==> src/hdl/rsq_pkg.sv <==
// Shared constants, types and the register map of the reset sequencer.
package rsq_pkg;
    // Clock rate in MHz and the four power-up delays in microseconds.
    localparam int RSQ_CLK_MHZ = 20;
    localparam int RSQ_DLY_18_US = 18000;
    localparam int RSQ_DLY_4P5_US = 4500;
    localparam int RSQ_DLY_288_US = 288000;
    localparam int RSQ_DLY_72_US = 72000;
    localparam int RSQ_DLY_18_CYC = RSQ_DLY_18_US * RSQ_CLK_MHZ;
    localparam int RSQ_DLY_4P5_CYC = RSQ_DLY_4P5_US * RSQ_CLK_MHZ;
    localparam int RSQ_DLY_288_CYC = RSQ_DLY_288_US * RSQ_CLK_MHZ;
    localparam int RSQ_DLY_72_CYC = RSQ_DLY_72_US * RSQ_CLK_MHZ;
    localparam int RSQ_DLY_W = 23;
    localparam int RSQ_START_CYC = 16;
    localparam int RSQ_START_W = 5;
    // Register indices; the byte address is four times the index.
    localparam int RSQ_IDX_STATUS = 8'h03;
    localparam int RSQ_IDX_PORTE = 8'h09;
    localparam int RSQ_IDX_CFG = 8'h10;
    localparam int RSQ_IDX_IRQ_STAT = 8'h11;
    localparam int RSQ_IDX_IRQ_MASK = 8'h12;
    localparam int RSQ_IDX_SEQ = 8'h13;
    localparam logic [11:0] RSQ_A_STATUS = 12'(RSQ_IDX_STATUS * 4);
    localparam logic [11:0] RSQ_A_PORTE = 12'(RSQ_IDX_PORTE * 4);
    localparam logic [11:0] RSQ_A_CFG = 12'(RSQ_IDX_CFG * 4);
    localparam logic [11:0] RSQ_A_IRQ_STAT = 12'(RSQ_IDX_IRQ_STAT * 4);
    localparam logic [11:0] RSQ_A_IRQ_MASK = 12'(RSQ_IDX_IRQ_MASK * 4);
    localparam logic [11:0] RSQ_A_SEQ = 12'(RSQ_IDX_SEQ * 4);
    // Status field positions and reset values.
    localparam int RSQ_ST_TMO = 4;
    localparam int RSQ_ST_PDN = 3;
    localparam logic [2:0] RSQ_ST_HI_RST = 3'h0;
    localparam logic [2:0] RSQ_ST_LO_RST = 3'h0;
    localparam logic [7:0] RSQ_PORTE_A_RST = 8'hff;
    localparam logic [7:0] RSQ_PORTE_B_RST = 8'h3f;
    // Delay select codes; the 18 ms code is the reset value.
    localparam logic [1:0] RSQ_DSEL_18 = 2'h3;
    localparam logic [1:0] RSQ_DSEL_4P5 = 2'h2;
    localparam logic [1:0] RSQ_DSEL_288 = 2'h1;
    localparam logic [1:0] RSQ_DSEL_72 = 2'h0;
    // Interrupt status bits.
    localparam int RSQ_IRQ_W = 4;
    localparam int RSQ_IRQ_POWER = 0;
    localparam int RSQ_IRQ_PIN = 1;
    localparam int RSQ_IRQ_WDT = 2;
    localparam int RSQ_IRQ_DONE = 3;

    typedef struct packed {
        logic por;
        logic brown;
        logic pin;
        logic wdt;
    } rsq_src_t;

    typedef enum logic [3:0] {
        RSQ_HOLD = 4'b0001,
        RSQ_DELAY = 4'b0010,
        RSQ_START = 4'b0100,
        RSQ_RUN = 4'b1000
    } rsq_state_t;
endpackage : rsq_pkg

==> src/hdl/rsq_top.sv <==
// Reset sequencer with cause flags, register reset values and APB access.
//
// The APB interface to the registers was left to the implementer.
`timescale 1ns/1ps
// Contract
// Four sources start the reset sequence.
// Detection sets latch, clears both counters.
// Delay timer counts after source pulse ends.
// Start-up counter runs after delay timeout.
// Start-up done clears latch, ends reset.
// Reset lasts selected delay plus 16 cycles.
// Unchanged bits survive pin and watchdog resets.
// Port E direction loads per package variant.
// Power resets set both flags; pin keeps.
// Pin reset in sleep: timeout 1, powerdown 0.
// Watchdog reset running: timeout 0, powerdown 1; code leaves powerdown unchanged.
// Watchdog wake from sleep: both flags 0.
// Clear-watchdog sets both; timeout clears timeout.
// Registers load values by reset type.
// Two-bit select picks 18/4.5/288/72 ms.
// Start-up counter counts 16 oscillator cycles.
// Reset held while delay timer runs.
// Sleep clears powerdown, sets timeout.
module rsq_top
    import rsq_pkg::*;
#(
    parameter int DLY_18_CYC = RSQ_DLY_18_CYC,
    parameter int DLY_4P5_CYC = RSQ_DLY_4P5_CYC,
    parameter int DLY_288_CYC = RSQ_DLY_288_CYC,
    parameter int DLY_72_CYC = RSQ_DLY_72_CYC
) (
    input wire logic pclk,
    input wire logic presetn,
    input wire logic psel,
    input wire logic penable,
    input wire logic pwrite,
    input wire logic [11:0] paddr,
    input wire logic [31:0] pwdata,
    output logic [31:0] prdata,
    output logic pready,
    output logic pslverr,
    input wire logic power_on_reset,
    input wire logic brown_out_reset,
    input wire logic external_reset_pin_n,
    input wire logic osc_in,
    input wire logic package_type_a,
    input wire logic watchdog_timeout,
    input wire logic sleep_instruction,
    input wire logic clear_watchdog_instruction,
    input wire logic wake_change,
    output logic chip_reset,
    output logic timeout_flag,
    output logic power_down_flag,
    output logic [7:0] port_e_direction,
    output logic irq
);
    logic [4:0] pin_sync;
    rsq_src_t src;
    logic src_any;
    rsq_src_t src_d_reg;
    logic osc_d_reg;
    logic osc_rise;
    rsq_state_t state_reg;
    logic [RSQ_DLY_W-1:0] power_up_delay_timer;
    logic [RSQ_DLY_W-1:0] delay_lim;
    logic [RSQ_START_W-1:0] osc_startup_counter;
    logic asleep_reg;
    logic core_run;
    logic sleep_ok;
    logic clear_wdg_ok;
    logic [2:0] status_hi_reg;
    logic [2:0] status_lo_reg;
    logic [7:0] core_status_flags;
    logic [1:0] reset_delay_select;
    logic [RSQ_IRQ_W-1:0] irq_stat_reg;
    logic [RSQ_IRQ_W-1:0] irq_mask_reg;
    logic [RSQ_IRQ_W-1:0] irq_ev;
    logic wr_en;
    logic setup;
    logic [31:0] rdata_next;
    logic hit;

    // Pins from outside the clock domain pass two flops first.
    rsq_sync #(
        .W(5)
    ) u_sync (
        .pclk(pclk),
        .presetn(presetn),
        .d({power_on_reset, brown_out_reset, ~external_reset_pin_n, osc_in,
            package_type_a}),
        .q(pin_sync)
    );

    // Source levels; the watchdog pulse is already on this clock.
    assign src.por = pin_sync[4];
    assign src.brown = pin_sync[3];
    assign src.pin = pin_sync[2];
    assign src.wdt = watchdog_timeout;
    assign src_any = |src;
    assign osc_rise = pin_sync[1] && !osc_d_reg;

    // Edge history for event detection on sources and the oscillator.
    always_ff @(posedge pclk or negedge presetn) begin
        if (!presetn) begin
            src_d_reg <= '0;
            osc_d_reg <= 1'b0;
        end else begin
            src_d_reg <= src;
            osc_d_reg <= pin_sync[1];
        end
    end

    // Delay limit follows the two-bit select.
    always_comb begin
        unique case (reset_delay_select)
            RSQ_DSEL_18: delay_lim = RSQ_DLY_W'(DLY_18_CYC);
            RSQ_DSEL_4P5: delay_lim = RSQ_DLY_W'(DLY_4P5_CYC);
            RSQ_DSEL_288: delay_lim = RSQ_DLY_W'(DLY_288_CYC);
            RSQ_DSEL_72: delay_lim = RSQ_DLY_W'(DLY_72_CYC);
        endcase
    end

    // Sequencer: a new source always returns to hold, from any state.
    always_ff @(posedge pclk or negedge presetn) begin
        if (!presetn) begin
            state_reg <= RSQ_HOLD;
        end else if (src_any) begin
            state_reg <= RSQ_HOLD; // see
        end else begin
            unique case (state_reg)
                RSQ_HOLD: state_reg <= RSQ_DELAY;
                RSQ_DELAY: begin
                    if (power_up_delay_timer == delay_lim - 1'b1) begin
                        state_reg <= RSQ_START;
                    end
                end
                RSQ_START: begin
                    if (osc_rise &&
                        osc_startup_counter == RSQ_START_W'(RSQ_START_CYC - 1)) begin
                        state_reg <= RSQ_RUN; // see
                    end
                end
                RSQ_RUN: state_reg <= RSQ_RUN;
                default: state_reg <= RSQ_HOLD;
            endcase
        end
    end

    // Delay timer runs only in its state and is zero elsewhere except in the first start-up cycle.
    always_ff @(posedge pclk or negedge presetn) begin
        if (!presetn) begin
            power_up_delay_timer <= '0;
        end else if (state_reg == RSQ_DELAY && !src_any) begin
            power_up_delay_timer <= power_up_delay_timer + 1'b1;
        end else begin
            power_up_delay_timer <= '0;
        end
    end

    // Start-up counter counts oscillator rising edges, not clock cycles.
    always_ff @(posedge pclk or negedge presetn) begin
        if (!presetn) begin
            osc_startup_counter <= '0;
        end else if (state_reg != RSQ_START || src_any) begin
            osc_startup_counter <= '0;
        end else if (osc_rise) begin
            osc_startup_counter <= osc_startup_counter + 1'b1;
        end
    end

    // The latch is every state except run.
    assign chip_reset = (state_reg != RSQ_RUN); // see
    assign core_run = (state_reg == RSQ_RUN) && !src_any;
    assign sleep_ok = core_run && sleep_instruction;
    assign clear_wdg_ok = core_run && clear_watchdog_instruction;

    // Sleep lasts until a wake change or any reset source.
    always_ff @(posedge pclk or negedge presetn) begin
        if (!presetn) begin
            asleep_reg <= 1'b0;
        end else if (src_any || wake_change) begin
            asleep_reg <= 1'b0;
        end else if (sleep_ok) begin
            asleep_reg <= 1'b1;
        end
    end

    // Cause flags. Power loss wins, then the watchdog, then instructions.
    // A pin reset writes nothing, so in sleep the 1/0 left by sleep stands.
    always_ff @(posedge pclk or negedge presetn) begin
        if (!presetn) begin
            timeout_flag <= 1'b1;
            power_down_flag <= 1'b1;
        end else if (src.por || src.brown) begin
            timeout_flag <= 1'b1;
            power_down_flag <= 1'b1;
        end else if (src.wdt) begin
            timeout_flag <= 1'b0; // see see
        end else if (src.pin) begin
            timeout_flag <= timeout_flag; // see
        end else if (sleep_ok) begin
            timeout_flag <= 1'b1;
            power_down_flag <= 1'b0;
        end else if (clear_wdg_ok) begin
            timeout_flag <= 1'b1;
            power_down_flag <= 1'b1;
        end
    end

    // APB decode; the slave never waits, so pready is constant high.
    assign setup = psel && !penable;
    assign wr_en = psel && penable && pwrite;
    assign pready = 1'b1;
    assign core_status_flags = {status_hi_reg, timeout_flag, power_down_flag,
                                status_lo_reg};

    // Status: upper bits clear on any reset, lower bits only on the bus reset.
    always_ff @(posedge pclk or negedge presetn) begin
        if (!presetn) begin
            status_hi_reg <= RSQ_ST_HI_RST;
            status_lo_reg <= RSQ_ST_LO_RST;
        end else if (src_any) begin
            status_hi_reg <= RSQ_ST_HI_RST; // see
        end else if (wr_en && paddr == RSQ_A_STATUS) begin
            status_hi_reg <= pwdata[7:5];
            status_lo_reg <= pwdata[2:0];
        end
    end

    // Port E direction reloads from the variant strap while the chip is held in reset,
    // so a smaller variant gets its own value after a bus reset as well.
    always_ff @(posedge pclk or negedge presetn) begin
        if (!presetn) begin
            port_e_direction <= RSQ_PORTE_A_RST;
        end else if (src_any || chip_reset) begin
            port_e_direction <= pin_sync[0] ? RSQ_PORTE_A_RST
                                            : RSQ_PORTE_B_RST;
        end else if (wr_en && paddr == RSQ_A_PORTE) begin
            port_e_direction <= pwdata[7:0];
        end
    end

    // Delay select survives chip resets; only the bus reset restores it.
    always_ff @(posedge pclk or negedge presetn) begin
        if (!presetn) begin
            reset_delay_select <= RSQ_DSEL_18;
        end else if (wr_en && paddr == RSQ_A_CFG) begin
            reset_delay_select <= pwdata[1:0];
        end
    end

    // Interrupt events are source onsets and the release of reset.
    assign irq_ev[RSQ_IRQ_POWER] = (src.por && !src_d_reg.por) ||
                                   (src.brown && !src_d_reg.brown);
    assign irq_ev[RSQ_IRQ_PIN] = src.pin && !src_d_reg.pin;
    assign irq_ev[RSQ_IRQ_WDT] = src.wdt && !src_d_reg.wdt;
    assign irq_ev[RSQ_IRQ_DONE] = (state_reg == RSQ_START) && !src_any && osc_rise &&
        osc_startup_counter == RSQ_START_W'(RSQ_START_CYC - 1);

    // Sticky status, write one to clear; a new event beats the clear.
    always_ff @(posedge pclk or negedge presetn) begin
        if (!presetn) begin
            irq_stat_reg <= '0;
        end else if (wr_en && paddr == RSQ_A_IRQ_STAT) begin
            irq_stat_reg <= (irq_stat_reg & ~pwdata[RSQ_IRQ_W-1:0]) | irq_ev;
        end else begin
            irq_stat_reg <= irq_stat_reg | irq_ev;
        end
    end

    // Mask register, same layout as status.
    always_ff @(posedge pclk or negedge presetn) begin
        if (!presetn) begin
            irq_mask_reg <= '0;
        end else if (wr_en && paddr == RSQ_A_IRQ_MASK) begin
            irq_mask_reg <= pwdata[RSQ_IRQ_W-1:0];
        end
    end

    assign irq = |(irq_stat_reg & irq_mask_reg);

    // Read mux; an unmapped address reads zero and flags an error.
    always_comb begin
        rdata_next = 32'h0;
        hit = 1'b1;
        unique case (paddr)
            RSQ_A_STATUS: rdata_next[7:0] = core_status_flags;
            RSQ_A_PORTE: rdata_next[7:0] = port_e_direction;
            RSQ_A_CFG: rdata_next[1:0] = reset_delay_select;
            RSQ_A_IRQ_STAT: rdata_next[RSQ_IRQ_W-1:0] = irq_stat_reg;
            RSQ_A_IRQ_MASK: rdata_next[RSQ_IRQ_W-1:0] = irq_mask_reg;
            RSQ_A_SEQ: rdata_next[5:0] = {asleep_reg, chip_reset, state_reg};
            default: hit = 1'b0;
        endcase
    end

    // Read data and error are captured in setup and held through access.
    always_ff @(posedge pclk or negedge presetn) begin
        if (!presetn) begin
            prdata <= 32'h0;
            pslverr <= 1'b0;
        end else if (setup) begin
            prdata <= pwrite ? 32'h0 : rdata_next;
            pslverr <= !hit;
        end
    end
endmodule : rsq_top

==> src/hdl/rsq_sync.sv <==
// Two-flop synchroniser for pins that arrive from outside the clock domain.
`timescale 1ns/1ps
module rsq_sync #(
    parameter int W = 1
) (
    input wire logic pclk,
    input wire logic presetn,
    input wire logic [W-1:0] d,
    output logic [W-1:0] q
);
    logic [W-1:0] meta_reg;

    // The first stage feeds only the second stage.
    always_ff @(posedge pclk or negedge presetn) begin
        if (!presetn) begin
            meta_reg <= '0;
            q <= '0;
        end else begin
            meta_reg <= d;
            q <= meta_reg;
        end
    end
endmodule : rsq_sync

==> config.mk <==
export PLATFORM = sky130hd
export DESIGN_NAME = rsq_top
export DESIGN_NICKNAME = d
export VERILOG_FILES = /design/src/hdl/rsq_pkg.sv /design/src/hdl/rsq_top.sv /design/src/hdl/rsq_sync.sv
export SDC_FILE = /design/constraint.sdc
export NUM_CORES = 1
export LEC_CHECK = 0
export ABC_CLOCK_PERIOD_IN_PS = 2170
export BUFFER_PORTS_ARGS = -buffer_cell sky130_fd_sc_hd__buf_2
export CAP_MARGIN = 20
export CORE_MARGIN = 2
export CORE_UTILIZATION = 54
export DETAILED_ROUTE_END_ITERATION = 16
export PLACE_DENSITY = 0.85
export SYNTH_ARGS = -nofsm -noshare
export SYNTH_HDL_FRONTEND = slang
export SYNTH_HIERARCHICAL = 1
export SYNTH_SLANG_ARGS = --single-unit
==> constraint.sdc <==
create_clock -name pclk -period 2.17 [get_ports pclk]
set_input_delay 0.217 -clock pclk [delete_from_list [all_inputs] [get_ports pclk]]
set_output_delay 0.217 -clock pclk [all_outputs]
set_load 0.05 [all_outputs]
After elaboration in Yosys (flattened, before gate mapping)
Index checks and enable logic that the tools add are counted.
- register bits after elaboration: 107
- output and inout port bits: 46
- input port bits: 58
- word-level logic and storage cells: 132
- add/subtract/negate cells: 3
- bitwise gates (word level): 7
- reductions and logical operators: 48
- multiplexer cells: 31
- eq/ne operators: 22
- operators by type and width (operator ; count):
    23-bit one-hot mux with 4 select lines ; 1
    12-bit by 7-bit == test with 1-bit output (second input constant) ; 4
    8-bit two-way mux ; 4
    23-bit by 1-bit adder with 23-bit output (second input constant) ; 1
    23-bit == test ; 1
    23-bit two-way mux ; 1
    23-bit by 1-bit subtractor with 23-bit output (second input constant) ; 1
    1-bit logical AND ; 21
    4-bit two-way mux ; 4
    4-bit one-hot mux with 4 select lines ; 1
    12-bit by 4-bit == test with 1-bit output (second input constant) ; 1
    12-bit by 6-bit == test with 1-bit output (second input constant) ; 1
    1-bit two-way mux ; 12
    2-bit one-hot mux with 6 select lines ; 1
    5-bit two-way mux ; 2
    2-bit one-hot mux with 5 select lines ; 1
    3-bit != test (second input constant) ; 3
    4-bit bitwise AND ; 2
    1-bit zero test ; 8
    4-bit bitwise OR ; 2
    2-bit nonzero test ; 4
    4-bit OR reduction ; 2
    3-bit two-way mux ; 2
    2-bit one-hot mux with 3 select lines ; 1
    22 further kinds ; 30

Longest topological paths before layout
- word-level depth: 9
- depth in mapped cells: 6
- mapped depth without buffers: 6

Cells and area by module
The synthesis kept the hierarchy.
- modules (own cells, without submodules) (module ; area each (um2) ; cells each ; instances ; seq. area each (um2)):
    rsq_top ; 4075.2 ; 396 ; 1 ; 1843.0
    rsq_sync ; 250.2 ; 10 ; 1 ; 250.2

Worst setup path before layout
Ideal clock, no wire load.
- kind: reg-to-reg
- from: register state_reg[1]
- to: register prdata[4]
- slack: 0.174 ns
- arrival: 1.875 ns
- cell stages (with the launch flop): 7
- required time: 2.049 ns
- clock period less this slack: 1.996 ns
- buffers on the path: 2
- library setup time: 0.121 ns
- path through: dfrtp_1 -> buf_2 -> or4b_1 -> clkbuf_1 -> a22oi_1 -> nand2_1 -> a22o_1
- longest elaborated chain between the ends: 3
- RTL lines (item ; line ; text):
    from (decl) ; rsq_top.sv:63 ; rsq_state_t state_reg;
    from (signal assigned) ; rsq_top.sv:126 ; state_reg <= RSQ_HOLD;
    from (signal assigned) ; rsq_top.sv:128 ; state_reg <= RSQ_HOLD;
    from (signal assigned) ; rsq_top.sv:131 ; RSQ_HOLD: state_reg <= RSQ_DELAY;
    4-bit != test ; rsq_top.sv:172 ; assign chip_reset = (state_reg != RSQ_RUN);
    via chip_reset ; rsq_top.sv:51 ; output logic chip_reset,
    2-bit one-hot mux with 3 select lines ; rsq_top.sv:286 ; unique case (paddr)
    8-bit two-way mux ; rsq_top.sv:303 ; prdata <= pwrite ? 32'h0 : rdata_next;
    to (signal assigned) ; rsq_top.sv:303 ;
    to (decl) ; rsq_top.sv:39 ; output logic [31:0] prdata,
The timed path passes the listed nets, and every way through them passes these cells.
A chain may end at the register's enable or synchronous reset.

Worst setup path in the final report
- from: register reset_delay_select[0]
- to: register state_reg[1]
- longest elaborated chain between the ends: 6
- elaborated cells on any way between the ends: 9
- classes of those cells: add/sub (1); eq/ne (5); mux (1); reduce/logical (2)
- RTL lines (item ; line ; text):
    from (decl) ; rsq_top.sv:74 ; logic [1:0] reset_delay_select;
    from (signal assigned) ; rsq_top.sv:248 ; reset_delay_select <= pwdata[1:0];
    2-bit by 1-bit == test with 1-bit output (tied with other cells) ; rsq_top.sv:115 ; unique case (reset_delay_select)
    23-bit one-hot mux with 4 select lines (*) ; rsq_top.sv:115 ;
    23-bit by 1-bit subtractor with 23-bit output (*) ; rsq_top.sv:133 ; if (power_up_delay_timer == delay_lim - 1'b1) begin
    23-bit == test (*) ; rsq_top.sv:133 ;
    3-bit != test (no source line) (*) ; - ;
    2-bit AND reduction (no source line) (*) ; - ;
    to (signal assigned) ; rsq_top.sv:131 ;
    to (signal assigned) ; rsq_top.sv:134 ; state_reg <= RSQ_START;
    to (signal assigned) ; rsq_top.sv:140 ; state_reg <= RSQ_RUN;
Every way passes the cells marked *; elsewhere a longest branch is shown, timed or not. The select of a mux whose other input is x is not followed.

==> flow_summary_export.csv <==
group,metric,value,unit
sta,period_share,0.991,
route,dr.pass1.iters,4,
sta,slew-limit-headroom,0.586,
place,dpl_cell_area,4620,um^2
yosys,ys_seq_area_frac,0.484,
clock_network,insertion_delay,0.36,ns
layout,regMostFlops,"power_up_delay_timer",
route,post-route-drc-count,0,
yosys,ys_async_sr_fraction,1.00,
critical_path,worstPathMaxFanout,6,
yosys,synth_area,4330,um^2
critical_path,cp_slowest_stage_delay,0.60,ns
floorplan,die_x,93.5,um
place,dp_hpwl,6560,um
layout,fill_cells,605,
yosys,synth_top_family_by_area,"simple AND/OR/NAND/NOR gates",
floorplan,ios,104,
sta,hold_slack,0.0411,ns
sta,fin_skew,0.0122,ns
clock_network,numClockSinks,83,
global_routing,antenna_found_initial,0,
place,port_buffers,54,
power,static-leakage-power,2.24,nW
yosys,synth_area_leaders,"dfrtp_1 40%, dfstp_2 7.9%, buf_4 4.3%",
layout,top_regs,"power_up_delay_timer x23, port_e_direction x8, prdata x8",
yosys,synth_cells,406,
layout,syn_to_final_growth,13.6,%
critical_path,cp_slowest_cell,"dfstp_2",
sta,min_period,2.15,ns
yosys,synth_top_cell_by_area,"dfrtp_1",
global_routing,grt-ovfl-total,0,
route,drtIter0Drc,221,
critical_path,worst-setup-path-type,"register to register",
power,cellPowerDensity,612,nW/um^2
layout,largest_reg_flops,23,
clock_network,htree_num_levels,3,
place,post-place-ws,0.0584,ns
yosys,synth_ff_type,"dfrtp_1",
yosys,ys_ff_latch,83,
yosys,synthAdderAreaFrac,0.0289,
clock_network,root_buffer,"clkbuf_8",
sta,worst_slack,0.0204,ns
global_routing,grt_pass1_wl,15200,um
route,viasPerCell,5.77,
yosys,synth_edf_count,0,
clock_network,cts_buffers,9,
layout,drive_above_1_share,0.235,
status,status,"complete, no violations",
critical_path,cp.arrival,2.40,ns
route,antenna_left,0,
critical_path,worstPathBufferInverterCount,1,
global_routing,grt_pass1_vias,3309,
floorplan,die_y,93.5,um
layout,stdcell_count,579,
yosys,yosys.area.top_type_share,0.405,
yosys,synthMuxAreaShare,0.0631,
sta,tightest_slew,0.620,ns
clock_network,clockBufferDepth,2,
floorplan,fp.dieArea,8740,um^2
critical_path,setup.worst_path.end_class,"register",
sta,fmax,465,MHz
floorplan,core_area,7730,um^2
yosys,yosysWarnings,6,
critical_path,worst_setup_path_start_kind,"register",
global_routing,grt_max_degree,50,
yosys,syn-mean-instance-area,10.7,um^2
global_routing,grt_use_total,0.222,
layout,final_nets,540,
layout,diodes,0,
place,placed_cells,554,
layout,utilization,0.636,
min_path,hp-class,"input pin to register",
sta,maxSlewViolCount,0,
yosys,synth_xor_area_frac,0.0445,
clock_network,path_clk_slew,0.09,ns
floorplan,num_rows,32,
critical_path,required,2.42,ns
layout,design_area,4910,um^2
yosys,synth_compound_area_frac,0.104,
sta,setup_violations,0,
critical_path,timing.reg2reg.setup_slack,0.02,ns
clock_network,cts_tree,"built",
critical_path,cp_cell_sequence,"inv_1, ha_1, xor2_1, nor4_1, o211ai_1, o311a_1",
flow_run,drv_cap,0,
critical_path,cp_top_family,"flip-flops",
yosys,synth-simple-area-share,0.201,
sta,finalHoldViolCount,0,
route,finalWirelength,9260,um
clock_network,cts_resized,0,
route,num_vias,3338,
place,routabilityCongestion,0.872,
yosys,ys_types,56,
floorplan,start_util,0.560,
power,ir_drop,0.300,mV
route,wl_per_cell,16.0,um
==> power by group <==
part / switching [mW] / total [mW] / internal [mW]
combinational: 0.212 / 0.282 / 0.0697
clock: 0.577 / 1.14 / 0.567
sequential: 0.0123 / 1.58 / 1.57
==> area by class of cell <==
type                       count  area [um^2]  share of cell area
sequential                    83         2090               0.426
multi-input combinational    293         2000               0.408
timing repair buffer          72          438              0.0891
clock buffer                  11          141              0.0288
tap                          102          128              0.0260
clock inverter                 5         61.3              0.0125
inverter                      13         48.8             0.00993
==> per-stage QoR <==
stage / setup TNS [ns] / power (mW)
5_1_grt: -0.0602 / 3.11
4_1_cts: 0 / 3.03
3_5_place_dp: 0 / 1.88
3_3_place_gp: 0 / 1.87
6_report: 0 / 3.01
2_1_floorplan: 0 / 1.82
==> cells in the final DEF, fill, tap and decap left out, types with 3 or more instances in the layout <==
cell type      count
dfrtp_1           70
buf_2             53
nand2_1           28
nor2_1            28
conb_1            25
mux2i_1           16
nand3_1           15
a21oi_1           15
inv_1             13
o21ai_0           13
dfstp_2           13
xnor2_1           11
xor2_1            11
nor2b_1           11
buf_4             11
ha_1              10
clkbuf_8          10
nand4_1            9
a22o_1             9
o31ai_1            8
or4_1              8
a22oi_1            8
mux2_2             8
dlygate4sd3_1      7
and3_1             5
and4_1             4
nand2b_1           4
nor4_1             4
nor3_1             3
nor3b_1            3
o2bb2ai_1          3
clkinvlp_4         3
==> cells in the mapped netlist (2+ instances only) <==
cell type  instances
conb_1             2
and3_1             5
nand4_2            2
o31ai_1            8
a21oi_1           15
or4_1              8
a222oi_1           2
a22oi_1            8
xor2_1            11
buf_4             25
and4bb_2           2
nor2b_1           11
buf_1              2
nor4bb_1           2
o21ai_0           13
nor4_1             4
inv_1             13
nor4_2             2
and2_1             2
mux2_2             8
dfrtp_1           70
nand2_1           28
a22o_1             9
mux2i_1           16
mux2_1             2
or3_1              2
and4_1             4
nor4b_1            2
dfstp_2           13
buf_6              2
o2bb2ai_1          3
nor3b_1            3
ha_1              10
buf_2              7
clkbuf_1           4
nor2_1            28
nor3_1             3
nand2b_1           4
nand3_1           15
nand4_1            9
o311a_1            2
xnor2_1           11
==> cells by family after synthesis <==
logic type | after synthesis
compound gates | 65
fa+ha+maj | 10
other cells | 2
xor+xnor | 22
buf+inv | 53
simple gates | 145
mux | 26
flops | 83
==> routing by layer <==
layer | vias to the layer above | GRT usage | part of all wire
li1 | 1543 | - | -
met1 | 1645 | 0.261 | 0.41
met2 | 117 | 0.381 | 0.49
met3 | 33 | 0.0467 | 0.062
met4 | 0 | 0.114 | 0.036
met5 | - | 0 | 0
==> worst reg2reg max path, stage by stage, from the launching register on <==
cell and delay [ns]:
dfstp_2 0.60, inv_1 0.11, ha_1 0.31, xor2_1 0.15, nor4_1 0.29, o211ai_1 0.20, o311a_1 0.38
==> repair_timing <==
item                                    4_1_cts  5_1_grt
hold buffers                                  7        0
buffers inserted                              0        2
endpoints found under the setup margin        0        1
hold endpoints to repair                     49        0
==> worst paths after layout <==
path | from | end | cells past startpoint
max | reset_delay_select[0] | state_reg[1] | 6
max reg2reg | reset_delay_select[0] | state_reg[1] | 6
min | watchdog_timeout | src_d_reg[0] | 1
min in group asynchronous | presetn | src_d_reg[0] | 2
max in group asynchronous | presetn | port_e_direction[0] | 3
min reg2reg | u_sync/meta_reg[0] | u_sync/q[0] | 0
Power figures use the tool's default switching activity.
